File: config.mk
export PLATFORM = sky130hd
export DESIGN_NAME = dma_chan_flags
export DESIGN_NICKNAME = d
export VERILOG_FILES = /design/src/logic/dma_unit_pkg.sv /design/src/logic/dma_chan_flags.sv
export SDC_FILE = /design/constraint.sdc
export NUM_CORES = 1
export LEC_CHECK = 0
export BUFFER_PORTS_ARGS = -buffer_cell sky130_fd_sc_hd__buf_2
export CAP_MARGIN = 20
export CORE_ASPECT_RATIO = 0.8
export CORE_MARGIN = 4
export CORE_UTILIZATION = 45
export CTS_CLUSTER_DIAMETER = 50
export DETAILED_ROUTE_END_ITERATION = 10
export PLACE_DENSITY = 0.74
export SLEW_MARGIN = 20
export SYNTH_ARGS = -nofsm -noshare
export SYNTH_HDL_FRONTEND = slang
export SYNTH_SLANG_ARGS = --single-unit
File: constraint.sdc
create_clock -name i_mclk -period 4.6 [get_ports i_mclk]
set_input_delay 0.23 -clock i_mclk [delete_from_list [all_inputs] [get_ports i_mclk]]
set_output_delay 0.23 -clock i_mclk [all_outputs]
set_load 0.05 [all_outputs]
File: src/logic/dma_unit_pkg.sv
// Purpose: Shared constants and carriers for the dma_unit enable/flag block
// Assumes: 8-bit special-function-register bus on the system clock
// Notes:   Offsets are byte addresses in the special-function space
package dma_unit_pkg;

	// Channel count, register width and default offset width
	localparam int          CHANNELS   = 7;
	localparam int          SFR_W      = 8;
	localparam int          TOP_BIT    = 7;
	localparam int          OFS_W_DEF  = 10;

	// Register offsets
	localparam logic [7:0]  ADDR_ENABLE = 8'hD2;
	localparam logic [7:0]  ADDR_FULL   = 8'hD3;
	localparam logic [7:0]  ADDR_HALF   = 8'hD4;

	// Reset values
	localparam logic [6:0]  RST_ENABLE  = 7'h00;
	localparam logic [6:0]  RST_FLAGS   = 7'h00;
	localparam logic [7:0]  RST_RDATA   = 8'h00;

	// One register-bus request from the core
	typedef struct packed {
		logic [7:0] addr;
		logic [7:0] wdata;
		logic       wr;
		logic       rd;
	} sfr_req_s;

	// Per-channel interrupt-enable bits of the channel configuration
	typedef struct packed {
		logic [6:0] full_ie;
		logic [6:0] half_ie;
	} chan_ie_s;

	// Whole state of the block
	typedef struct packed {
		logic [6:0] enable;
		logic [6:0] full;
		logic [6:0] half;
		logic [7:0] rdata;
	} flag_state_s;

endpackage

File: src/logic/dma_chan_flags.sv
// Purpose: Channel enable register and full-length / mid-point event flags
// Assumes: Engine strobes a channel each time it moves a byte on it
// Notes:   Read data is registered and appears one clock after the read
`timescale 1ns/1ps
module dma_chan_flags
	import dma_unit_pkg::*;
#(
	parameter int OFS_W = OFS_W_DEF
) (
	// Clock and reset
	input  wire logic                         i_mclk,
	input  wire logic                         i_rst_b,
	// Register bus
	input  wire sfr_req_s                     i_sfr,
	output logic      [SFR_W-1:0]             o_sfr_rdata,
	// Engine side
	input  wire logic [CHANNELS-1:0]          i_byte_moved,
	input  wire logic [CHANNELS-1:0][OFS_W-1:0] i_offset,
	input  wire logic [CHANNELS-1:0][OFS_W-1:0] i_size,
	input  wire chan_ie_s                     i_ie,
	// Channel controls and requests
	output logic      [CHANNELS-1:0]          o_chan_enable,
	output logic      [CHANNELS-1:0]          o_chan_go,
	output logic      [CHANNELS-1:0]          o_full_irq,
	output logic      [CHANNELS-1:0]          o_half_irq,
	output logic                              o_irq
);

	// Offset counter must be wide enough and narrow enough to serve
	if (OFS_W < 2 || OFS_W > 16) begin : g_bad_width
		$error("OFS_W must lie in 2..16");
	end

	flag_state_s                  st_r;
	flag_state_s                  st_nxt;
	logic [CHANNELS-1:0]          full_hit;
	logic [CHANNELS-1:0]          half_hit;
	logic                         wr_en;
	logic                         wr_full;
	logic                         wr_half;

	// Write decode
	assign wr_en   = i_sfr.wr && (i_sfr.addr == ADDR_ENABLE);
	assign wr_full = i_sfr.wr && (i_sfr.addr == ADDR_FULL);
	assign wr_half = i_sfr.wr && (i_sfr.addr == ADDR_HALF);

	// Per-channel offset comparators
	for (genvar c = 0; c < CHANNELS; c++) begin : g_cmp
		logic [OFS_W-1:0] last_ofs;
		logic [OFS_W-1:0] mid_ofs;
		assign last_ofs = OFS_W'(i_size[c] - 1'b1);
		assign mid_ofs  = OFS_W'(i_size[c] >> 1) + OFS_W'(i_size[c][0]);
		assign full_hit[c] = i_byte_moved[c] && (i_offset[c] == last_ofs);
		assign half_hit[c] = i_byte_moved[c] && (i_offset[c] == mid_ofs);
	end

	// Next-state: register writes, sticky flags with set over clear
	always_comb begin
		st_nxt = st_r;
		if (wr_en) begin
			st_nxt.enable = i_sfr.wdata[6:0];
		end
		if (wr_full) begin
			st_nxt.full = i_sfr.wdata[6:0];
		end
		if (wr_half) begin
			st_nxt.half = i_sfr.wdata[6:0];
		end
		st_nxt.full = st_nxt.full | full_hit;
		st_nxt.half = st_nxt.half | half_hit;
		// Read mux, top bit always zero, unmapped reads zero
		st_nxt.rdata = st_r.rdata;
		if (i_sfr.rd) begin
			case (i_sfr.addr)
				ADDR_ENABLE: st_nxt.rdata = {1'b0, st_r.enable};
				ADDR_FULL:   st_nxt.rdata = {1'b0, st_r.full};
				ADDR_HALF:   st_nxt.rdata = {1'b0, st_r.half};
				default:     st_nxt.rdata = RST_RDATA;
			endcase
		end
	end

	// State register
	always_ff @(posedge i_mclk or negedge i_rst_b) begin
		if (!i_rst_b) begin
			st_r <= '{enable: RST_ENABLE, full: RST_FLAGS,
				half: RST_FLAGS, rdata: RST_RDATA};
		end else begin
			st_r <= st_nxt;
		end
	end

	// Outputs: requests gated by the per-channel interrupt enables
	assign o_sfr_rdata   = st_r.rdata;
	assign o_chan_enable = st_r.enable;
	assign o_full_irq    = st_r.full & i_ie.full_ie;
	assign o_half_irq    = st_r.half & i_ie.half_ie;
	assign o_irq         = |{o_full_irq, o_half_irq};
	// A channel runs only when enabled and free of pending flags
	assign o_chan_go     = st_r.enable & ~st_r.full & ~st_r.half;

	// Per-channel checks
	for (genvar c = 0; c < CHANNELS; c++) begin : g_chk

	end
endmodule // dma_chan_flags

# Word level (Yosys, flattened, before mapping)
# Index checks and enable logic that the tools add are counted.
# W data, S select, Z words.
# op_classes
n_addsub	14
n_eq_ne	17
n_mux	3
n_bitwise	8
n_reduce_logical	18
# op_table
op	n
$eq A10 B10 Y1	14
$add A9 B1 Y10	7
$sub A10 B1 Y10 const B	7
$and A7 B7 Y7	4
$eq A8 B8 Y1 const B	3
$pmux W7 S3	1
$logic_and A1 B1 Y1	17
$mux W7	2
$not A7 Y7	2
$or A7 B7 Y7	2
$reduce_or A14 Y1	1
# word_totals
regBits	29

# Logic depth before layout (Yosys ltp)
# Gate-level depths: netlist (run 1).
# depth
ltp_word	4
ltp_mapped	9

# Worst setup path after synthesis (run 1)
# No wires, ideal clock.
# synth_timing
kind	reg2out
start	register st_r[20] (netlist bit)
end	output port o_irq
arrival_ns	2.098
required_ns	4.370
path_slack_ns	2.272
stages_incl_launch_ff	5
n_path_buf	0
path_cell_list	dfrtp_1 -> and2_1 -> or4_1 -> nor4_1 -> or4b_1
# synth_via
elab_chain_len	2
# synth_rtl
item	line_no	source
start: declaration	dma_chan_flags.sv:34	flag_state_s st_r;
start signal: assignment	dma_chan_flags.sv:86	st_r <= '{enable: RST_ENABLE, full: RST_FLAGS,
start signal: assignment	dma_chan_flags.sv:89	st_r <= st_nxt;
$and A7 B7 Y7	dma_chan_flags.sv:96	assign o_full_irq = st_r.full & i_ie.full_ie;
via o_full_irq[5]	dma_chan_flags.sv:24	output logic [CHANNELS-1:0] o_full_irq,
$reduce_or A14 Y1	dma_chan_flags.sv:98	assign o_irq = |{o_full_irq, o_half_irq};
end: declaration	dma_chan_flags.sv:26	output logic o_irq
# The timed path passes the listed nets, and every way through them passes these cells.

# Worst setup path after layout (run 1)
# layout_timing
start	register st_r[17] (netlist bit)
end	output port o_irq
# layout_via
elab_chain_len	2
# layout_rtl
item	line_no
$and A7 B7 Y7	dma_chan_flags.sv:96
$reduce_or A14 Y1	dma_chan_flags.sv:98
# Every way passes these cells.

==> flow_metrics.tcl, run 1 <==
set metrics [dict create \
    post_cts_buffers 0 \
    report.final.slew_viol_count 0 \
    cp_slowest_cell "or4_1" \
    clkLatencyLatePin_ps 260 \
    hp-class "input port to asynchronous set/reset pin" \
    fmax_mhz 376.5 \
    end_kind "primary output" \
    vias_per_cell 5.526 \
    fin_ws_ps 1944 \
    fin_util_pct 54.41 \
    fp.dieArea_mm2 0.01506 \
    ys_ff_latch 28 \
    ctsResizeCount 0 \
    io_pins 218 \
    drive_above_1_share_pct 27.17 \
    yosys-top-cells-count "xnor2_1 (105), xor2_1 (67), nand2_1 (49), nand3_1 (36), nor2_1 (35)" \
    async_reset_ff_share_pct 100.0 \
    synth_largest_area_cell "xnor2_1" \
    first_pass_iters 5 \
    place_hpwl_mm 14.45 \
    synthesis.area_mm2 0.005917 \
    vias 6145 \
    grt_pass1_wl_mm 27.72 \
    placementRows 37 \
    start_util_pct 45.98 \
    antenna_found_initial 4 \
    dpl_cell_area_mm2 0.006909 \
    fin_area_mm2 0.007003 \
    ys.warnings.count 0 \
    slowest_delay_ps 510 \
    clockBufferDepth 2 \
    skew_ps 0.7668 \
    post-route-min-period_ps 2656 \
    area_delta_synth_final_pct 18.35 \
    finalWirelength_mm 17.49 \
    grt.overflow.total 0 \
    yosysSeqAreaShare_pct 11.84 \
    crit_chain "and2_1 -> or4_1 -> nor4_1 -> or4b_1 -> buf_2" \
    synthDistinctLibCells 78 \
    cts_buffers 3 \
    grt_pass1_vias 5719 \
    crit_buf_inv 1 \
    slew_headroom_pct 36.79 \
    path_clk_slew_ps 70 \
    pre_cts_ws_ps 2105 \
    die-height_um 110.6 \
    syn_area_per_cell_um2 7.684 \
    syn-num-nets 972 \
    place.gp.congestion 0.9892 \
    cts_root_buffer "clkbuf_16" \
    grt_max_degree 29 \
    drv_cap 0 \
    holdBufCountCts 0 \
    crit_required_ps 4370 \
    htree_levels 1 \
    netlist_instances 770 \
    filler_cell_count 1262 \
    crit_arrival_ps 2430 \
    tightest_slew_ps 940.3 \
    synth.most_common_cell "xnor2_1" \
    fp.dieW_um 136.2 \
    cts_tree "built" \
    crit_type "register to primary output" \
    synth_area_leaders "xnor2_1 (16%), dfrtp_1 (12%), xor2_1 (9.9%)" \
    wl_per_cell_um 15.73 \
    synth_edf_count 0 \
    power_density_mw_per_mm2 159.4 \
    setup_tns_ps 0 \
    drtIter0Drc 239 \
    finalPower_uw 1116 \
    drc 0 \
    hold_violations 0 \
    synth-main-ff-cell "dfrtp_1" \
    crit_path_max_fanout 4 \
    leakagePower_uw 0.002938 \
    port_buffers 215 \
    grt_use_total_pct 21.89 \
    status "finished, final reports clean" \
    design.core.area_mm2 0.01287 \
    clock-sinks 28 \
    cp-start-kind "register" \
    critical_path.top_delay_family "simple AND/OR/NAND/NOR gates" \
    rsz0062_at_grt "no" \
    ant_nets 0 \
    ir_worst_vdd_mv 0.1861 \
    yosys.area.top_type_share_pct 15.54 \
    setup_viol 0 \
    nets 1138 \
    fin_crit_sh_pct 57.74 \
]
-- cell usage in the layout, fill, tap and decap left out, drive strengths merged, types with 28 or more instances in the layout --
master | synthesis | final
o21ai | 34 | 34
inv | 33 | 33
xnor2 | 105 | 105
buf | 32 | 215
dfrtp | 28 | 28
nand3 | 36 | 36
nor2 | 38 | 38
nand2 | 49 | 49
xor2 | 67 | 67
-- per-stage QoR --
stage / hold slack [ps] / instances
2_1_floorplan: -65.59 / 770
3_3_place_gp: 301.6 / 1106
3_5_place_dp: 306.3 / 1106
4_1_cts: 22.40 / 1110
5_1_grt: 61.52 / 1112
6_report: 1.995 / 1112
-- final cells by class --
class | instances | area, um2 | area share, %
multi-input combinational | 655 | 4790 | 68.39
timing repair buffer | 215 | 1076 | 15.37
sequential | 28 | 700.7 | 10.01
tap | 175 | 219.0 | 3.127
inverter | 33 | 123.9 | 1.769
clock buffer | 4 | 88.84 | 1.269
antenna | 2 | 5.005 | 0.07147
-- report_power, final --
group,internal [uW],switching [uW],total [uW],leakage [uW]
Clock,133,87.8,221,0.0000442
Combinational,251,360,610,0.00251
Sequential,264,20.6,284,0.000385
-- final timing paths --
path	slack, ps	depth (start not counted)	from	to
min in group i_mclk	220	3	i_sfr[8]	st_r[14]$_DFF_PN0_
min	2	1	i_rst_b	st_r[13]$_DFF_PN0_
max reg2reg	3570	3	st_r[10]$_DFF_PN0_	o_sfr_rdata[2]$_DFFE_PN0P_
max	1940	5	st_r[17]$_DFF_PN0_	o_irq
max in group asynchronous	4160	1	i_rst_b	o_sfr_rdata[1]$_DFFE_PN0P_
min reg2reg	530	2	o_sfr_rdata[1]$_DFFE_PN0P_	o_sfr_rdata[1]$_DFFE_PN0P_
-- sequential cells by signal (all words and copies together), names as in the netlist --
register and count:
o_sfr_rdata 7, st_r 14, o_chan_enable 7
-- routing by layer --
| metal | GRT usage, % | part of all wire (%) | up-vias | routed length [um] |
|---|---|---|---|---|
| met5 | 0 | 0.12 | - | 21 |
| met4 | 5.306 | 2.4 | 4 | 414 |
| met3 | 2.186 | 6.2 | 30 | 1076 |
| met2 | 35.07 | 45 | 198 | 7795 |
| met1 | 31.43 | 47 | 2806 | 8182 |
| li1 | - | - | 3107 | - |
-- cell families after synthesis --
kind of cell / Yosys count / synth area share [%]
AND/OR/NAND/NOR: 278 / 27.60
XOR/XNOR: 172 / 25.46
flip-flops: 28 / 11.84
multiplexers: 34 / 5.963
other: 1 / 0.06338
adder cells (fa/ha/maj): 21 / 4.441
buffers and inverters: 87 / 7.316
AO/OA/AOI/OAI: 149 / 17.32
No activity file was read; power rests on OpenSTA's default activity.
==> run 2, diff against run 1 <==
clock period = 2.5 ns   (was 4.6 ns; I/O delays follow)
==> flow_metrics.tcl, run 2 (same netlist as run 1, synthesis figures left out) <==
set metrics [dict create \
    hold_violations 0 \
    fp.dieW_um 136.2 \
    cts_tree "built" \
    start_util_pct 45.98 \
    rsz0062_at_grt "yes" \
    crit_type "register to primary output" \
    final_common_cell "buf_2" \
    placementRows 37 \
    p_int_uw 1216 \
    stdcell_count 1123 \
    grt_use_total_pct 21.85 \
    fin_crit_sh_pct 98.67 \
    switchingPower_uw 858.8 \
    clockBufferDepth 2 \
    clockPowerShare_pct 17.2 \
    grt_pass1_wl_mm 27.41 \
    grt.overflow.total 0 \
    crit_arrival_ps 2340 \
    grt_max_degree 29 \
    cp-start-kind "register" \
    regArea_um2 700.7 \
    vias_per_cell 5.513 \
    leakagePower_uw 0.003004 \
    grt_pass1_vias 5646 \
    largest_reg_flops 14 \
    tightest_slew_ps 722.8 \
    hp-class "input port to register" \
    skew_ps 2.512 \
    r2r_slack_ps 1360 \
    multiInputGateArea_mm2 0.004817 \
    report.final.slew_viol_count 0 \
    finalWirelength_mm 17.44 \
    top_register "st_r" \
    clock-sinks 28 \
    power_density_mw_per_mm2 291.4 \
    seqPwrFrac_pct 25.1 \
    port_buffers 215 \
    drtIter0Drc 269 \
    dpl_cell_area_mm2 0.006969 \
    post-route-min-period_ps 2467 \
    cts_buffers 3 \
    whs_ps 126.0 \
    setup_viol 0 \
    dp.cells 1114 \
    fin_area_mm2 0.007119 \
    drc 0 \
    crit_required_ps 2380 \
    area_delta_synth_final_pct 20.32 \
    io_pins 218 \
    end_kind "primary output" \
    nets 1150 \
    drv_cap 0 \
    htree_levels 1 \
    combPwrFrac_pct 57.7 \
    die-height_um 110.6 \
    place_hpwl_mm 14.59 \
    crit_path_max_fanout 3 \
    first_pass_iters 5 \
    fp.dieArea_mm2 0.01506 \
    filler_cell_count 1303 \
    fin_util_pct 55.32 \
    ant_nets 0 \
    clkLatencyLatePin_ps 260 \
    ir_worst_vdd_mv 0.3143 \
    vias 6191 \
    place.gp.congestion 0.9953 \
    layout_common_cells "buf_2 (214), xnor2_1 (105), xor2_1 (67)" \
    slew_headroom_pct 51.64 \
    swShare_pct 41.40 \
    fmax_mhz 405.4 \
    cts_root_buffer "clkbuf_16" \
    wl_per_cell_um 15.53 \
    path_clk_slew_ps 70 \
    design.core.area_mm2 0.01287 \
    drive_above_1_share_pct 28.44 \
    status "finished, final reports clean" \
    antenna_found_initial 5 \
]
[run 2: cell types whose count changed in the layout (fill, tap and decap cells not counted), sizes merged]
cell / previous run / this run
buf: 215 / 226
clkbuf: 4 / 3
dlygate4sd3: 0 / 1
[run 2: routing by layer]
layer	vias up	track usage [%]	share of wire, %
met5	-	0	0.17
met4	6	5.641	2.6
met3	36	2.869	6.2
met2	198	34.77	45
met1	2815	31.02	47
li1	3136	-	-
[run 2: layout make-up]
| class | instances | area share [%] |
|---|---|---|
| inverters | 33 | 1.740 |
| repair buffers | 227 | 16.56 |
| diodes | 2 | 0.07030 |
| multi-input cells | 655 | 67.66 |
| well taps | 175 | 3.076 |
| flip-flops and latches | 28 | 9.842 |
| clock buffers | 3 | 1.054 |
[run 2: power by group through the flow]
| stage | sequential (uW) | clock [uW] | combinational [uW] |
|---|---|---|---|
| 2_1_floorplan | 517 | 0 | 761 |
| 3_3_place_gp | 530 | 0 | 1120 |
| 3_5_place_dp | 530 | 0 | 1130 |
| 4_1_cts | 521 | 371 | 1140 |
| 5_1_grt | 524 | 389 | 1310 |
| 6_report | 520 | 356 | 1200 |
[run 2: per-stage QoR]
step | worst slack (ps) | setup TNS (ps) | total power [uW]
CTS | 38.32 | 0 | 2034
finish | 33.30 | 0 | 2074
global route | -40.37 | -40.37 | 2228
global placement | 323.7 | 0 | 1649
detailed placement | 271.1 | 0 | 1662
floorplan | 277.1 | 0 | 1278
[run 2: what timing repair did]
item	CTS	global route
endpoints found under the setup margin	1	1
hold endpoints to repair	28	0
resized for setup	1	9
hold buffers	1	0
pin swaps	0	1
buffers inserted	0	3
cloned	0	0
[run 2: worst max-delay path: stages (launching register included)]
cell and delay [ps]:
dfrtp_1 400, and2_4 160, or4_4 540, nor4_4 210, buf_4 150, or4b_4 460, buf_8 170
[run 2: path summary, 6_finish.rpt]
path,to,depth (start not counted),startpoint
max,o_irq,6,st_r[20]$_DFF_PN0_
min,o_chan_enable[4]$_DFFE_PN0P_,2,i_sfr[6]
max reg2reg,o_sfr_rdata[5]$_DFFE_PN0P_,4,st_r[20]$_DFF_PN0_
min reg2reg,o_sfr_rdata[3]$_DFFE_PN0P_,2,o_sfr_rdata[3]$_DFFE_PN0P_
max in group asynchronous,st_r[10]$_DFF_PN0_,2,i_rst_b
min in group asynchronous,o_sfr_rdata[5]$_DFFE_PN0P_,2,i_rst_b
==> run 3, diff against run 2 <==
HOLD_SLACK_MARGIN = 0.1   (was unset)
RECOVER_POWER = 25   (was unset)
==> flow_metrics.tcl, run 3 (same netlist as run 1, synthesis figures left out) <==
set metrics [dict create \
    crit_arrival_ps 2340 \
    wl_per_cell_um 15.53 \
    post-route-min-period_ps 2467 \
    place_hpwl_mm 14.59 \
    min_from "i_sfr[6]" \
    crit_path_max_fanout 3 \
    crit_chain "and2_4 -> or4_4 -> nor4_4 -> buf_4 -> or4b_4 -> buf_8" \
    nets 1150 \
    multiInputGateArea_mm2 0.004817 \
    report.final.slew_viol_count 29 \
    place.gp.congestion 0.9953 \
    largest_reg_flops 14 \
    critPathLaunch "st_r[20]$_DFF_PN0_" \
    filler_cell_count 1304 \
    grt_max_degree 29 \
    busiest_layer "met2" \
    grt.overflow.total 0 \
    regArea_um2 700.7 \
    hold_violations 0 \
    path_clk_slew_ps 70 \
    first_pass_iters 5 \
    slowest_delay_ps 540 \
    layout_common_cells "buf_2 (213), xnor2_1 (105), xor2_1 (67)" \
    port_buffers 215 \
    top_register "st_r" \
    rr_worst_depth 4 \
    met2_usage_pct 34.77 \
    cts_tree "built" \
    rsz0062_at_grt "yes" \
    finalPower_uw 2074 \
    cp-start-kind "register" \
    drv_cap 1 \
    fin_area_mm2 0.007118 \
    die-height_um 110.6 \
    drtIter0Drc 269 \
    leakagePower_uw 0.003002 \
    start_util_pct 45.98 \
    fmax_mhz 405.3 \
    dpl_cell_area_mm2 0.006969 \
    failed_checks "capacitance limit, slew limit" \
    setup_tns_ps 0 \
    drive_above_1_share_pct 28.33 \
    critical_path.top_delay_family "simple AND/OR/NAND/NOR gates" \
    cp_slowest_cell "or4_4" \
    end_kind "primary output" \
    crit_required_ps 2380 \
    clkLatencyLatePin_ps 260 \
    ant_nets 0 \
    worstHoldEndpoint "o_chan_enable[4]$_DFFE_PN0P_" \
    grt.met1_usage_pct 31.02 \
    fp.dieW_um 136.2 \
    power_density_mw_per_mm2 291.4 \
    area_delta_synth_final_pct 20.30 \
    rr_startpoint "st_r[20]$_DFF_PN0_" \
    r2r_slack_ps 1360 \
    placementRows 37 \
    crit_type "register to primary output" \
    clockBufferDepth 2 \
    grt_use_total_pct 21.85 \
    design.core.area_mm2 0.01287 \
    fp.dieArea_mm2 0.01506 \
    finalWirelength_mm 17.44 \
    slew_headroom_pct -7.165 \
    use_met3_pct 2.869 \
    io_pins 218 \
    setup_viol 0 \
    status "complete, but fails checks" \
    vias 6191 \
    grt_pass1_wl_mm 27.41 \
    skew_ps 2.512 \
    hp-class "input port to register" \
    hold_path_depth 2 \
    crit_buf_inv 2 \
    tightest_slew_ps 1607 \
    cts_root_buffer "clkbuf_16" \
    reg2reg_to "o_sfr_rdata[5]$_DFFE_PN0P_" \
    antenna_found_initial 5 \
    ir_worst_vdd_mv 0.3143 \
    grt_pass1_vias 5646 \
    clock-sinks 28 \
    vias_per_cell 5.513 \
    htree_levels 1 \
    cts_buffers 3 \
    drc 0 \
    final_common_cell "buf_2" \
    fin_crit_sh_pct 98.68 \
]
run 3: cell count changes in the layout (fill, tap and decap cells not counted):
cell      previous run  this run
buf_2              214       213
clkbuf_1             0         1
run 3: metal layers:
layer  vias up  wire length, um
met2       198             7764
met1      2815             8122
met3        36             1073
li1       3136                -
met5         -               29
met4         6              450
run 3: worst max-delay path by stage:
stage | to | depth (start not counted)
3_3_place_gp | o_irq | 6
5_1_grt | o_irq | 6
4_1_cts | o_irq | 6
3_5_place_dp | o_irq | 6
6_report | o_irq | 6
2_1_floorplan | o_irq | 4
run 3: final cells by class:
class / instances / share of cell area, %
multi-input cells: 655 / 67.67
flip-flops and latches: 28 / 9.844
repair buffers: 227 / 16.54
well taps: 175 / 3.076
inverters: 33 / 1.740
clock buffers: 3 / 1.055
diodes: 2 / 0.07031
run 3: per-stage QoR:
stage	util (%)	hold WS [ps]	setup WS, ps	std cells
CTS	54.86	122.9	38.32	1118
finish	55.31	126.0	32.93	1123
detailed placement	54.15	199.6	271.1	1114
global placement	54.15	200.1	323.7	1114
global route	55.31	124.9	-40.37	1123
floorplan	-	-170.6	277.1	770
run 3: where the power goes:
| part | switching, uW | internal (uW) | leakage (uW) | total [uW] |
|---|---|---|---|---|
| Sequential | 34.6 | 486 | 0.000385 | 521 |
| Clock | 144 | 212 | 0.0000370 | 356 |
| Combinational | 680 | 517 | 0.00258 | 1200 |
run 3: repair_timing:
action,in CTS,in global routing
hold endpoints to repair,28,0
resized for setup,1,9
buffers inserted,0,3
setup endpoints to repair,1,1
hold buffers,1,0
pin swaps,0,1
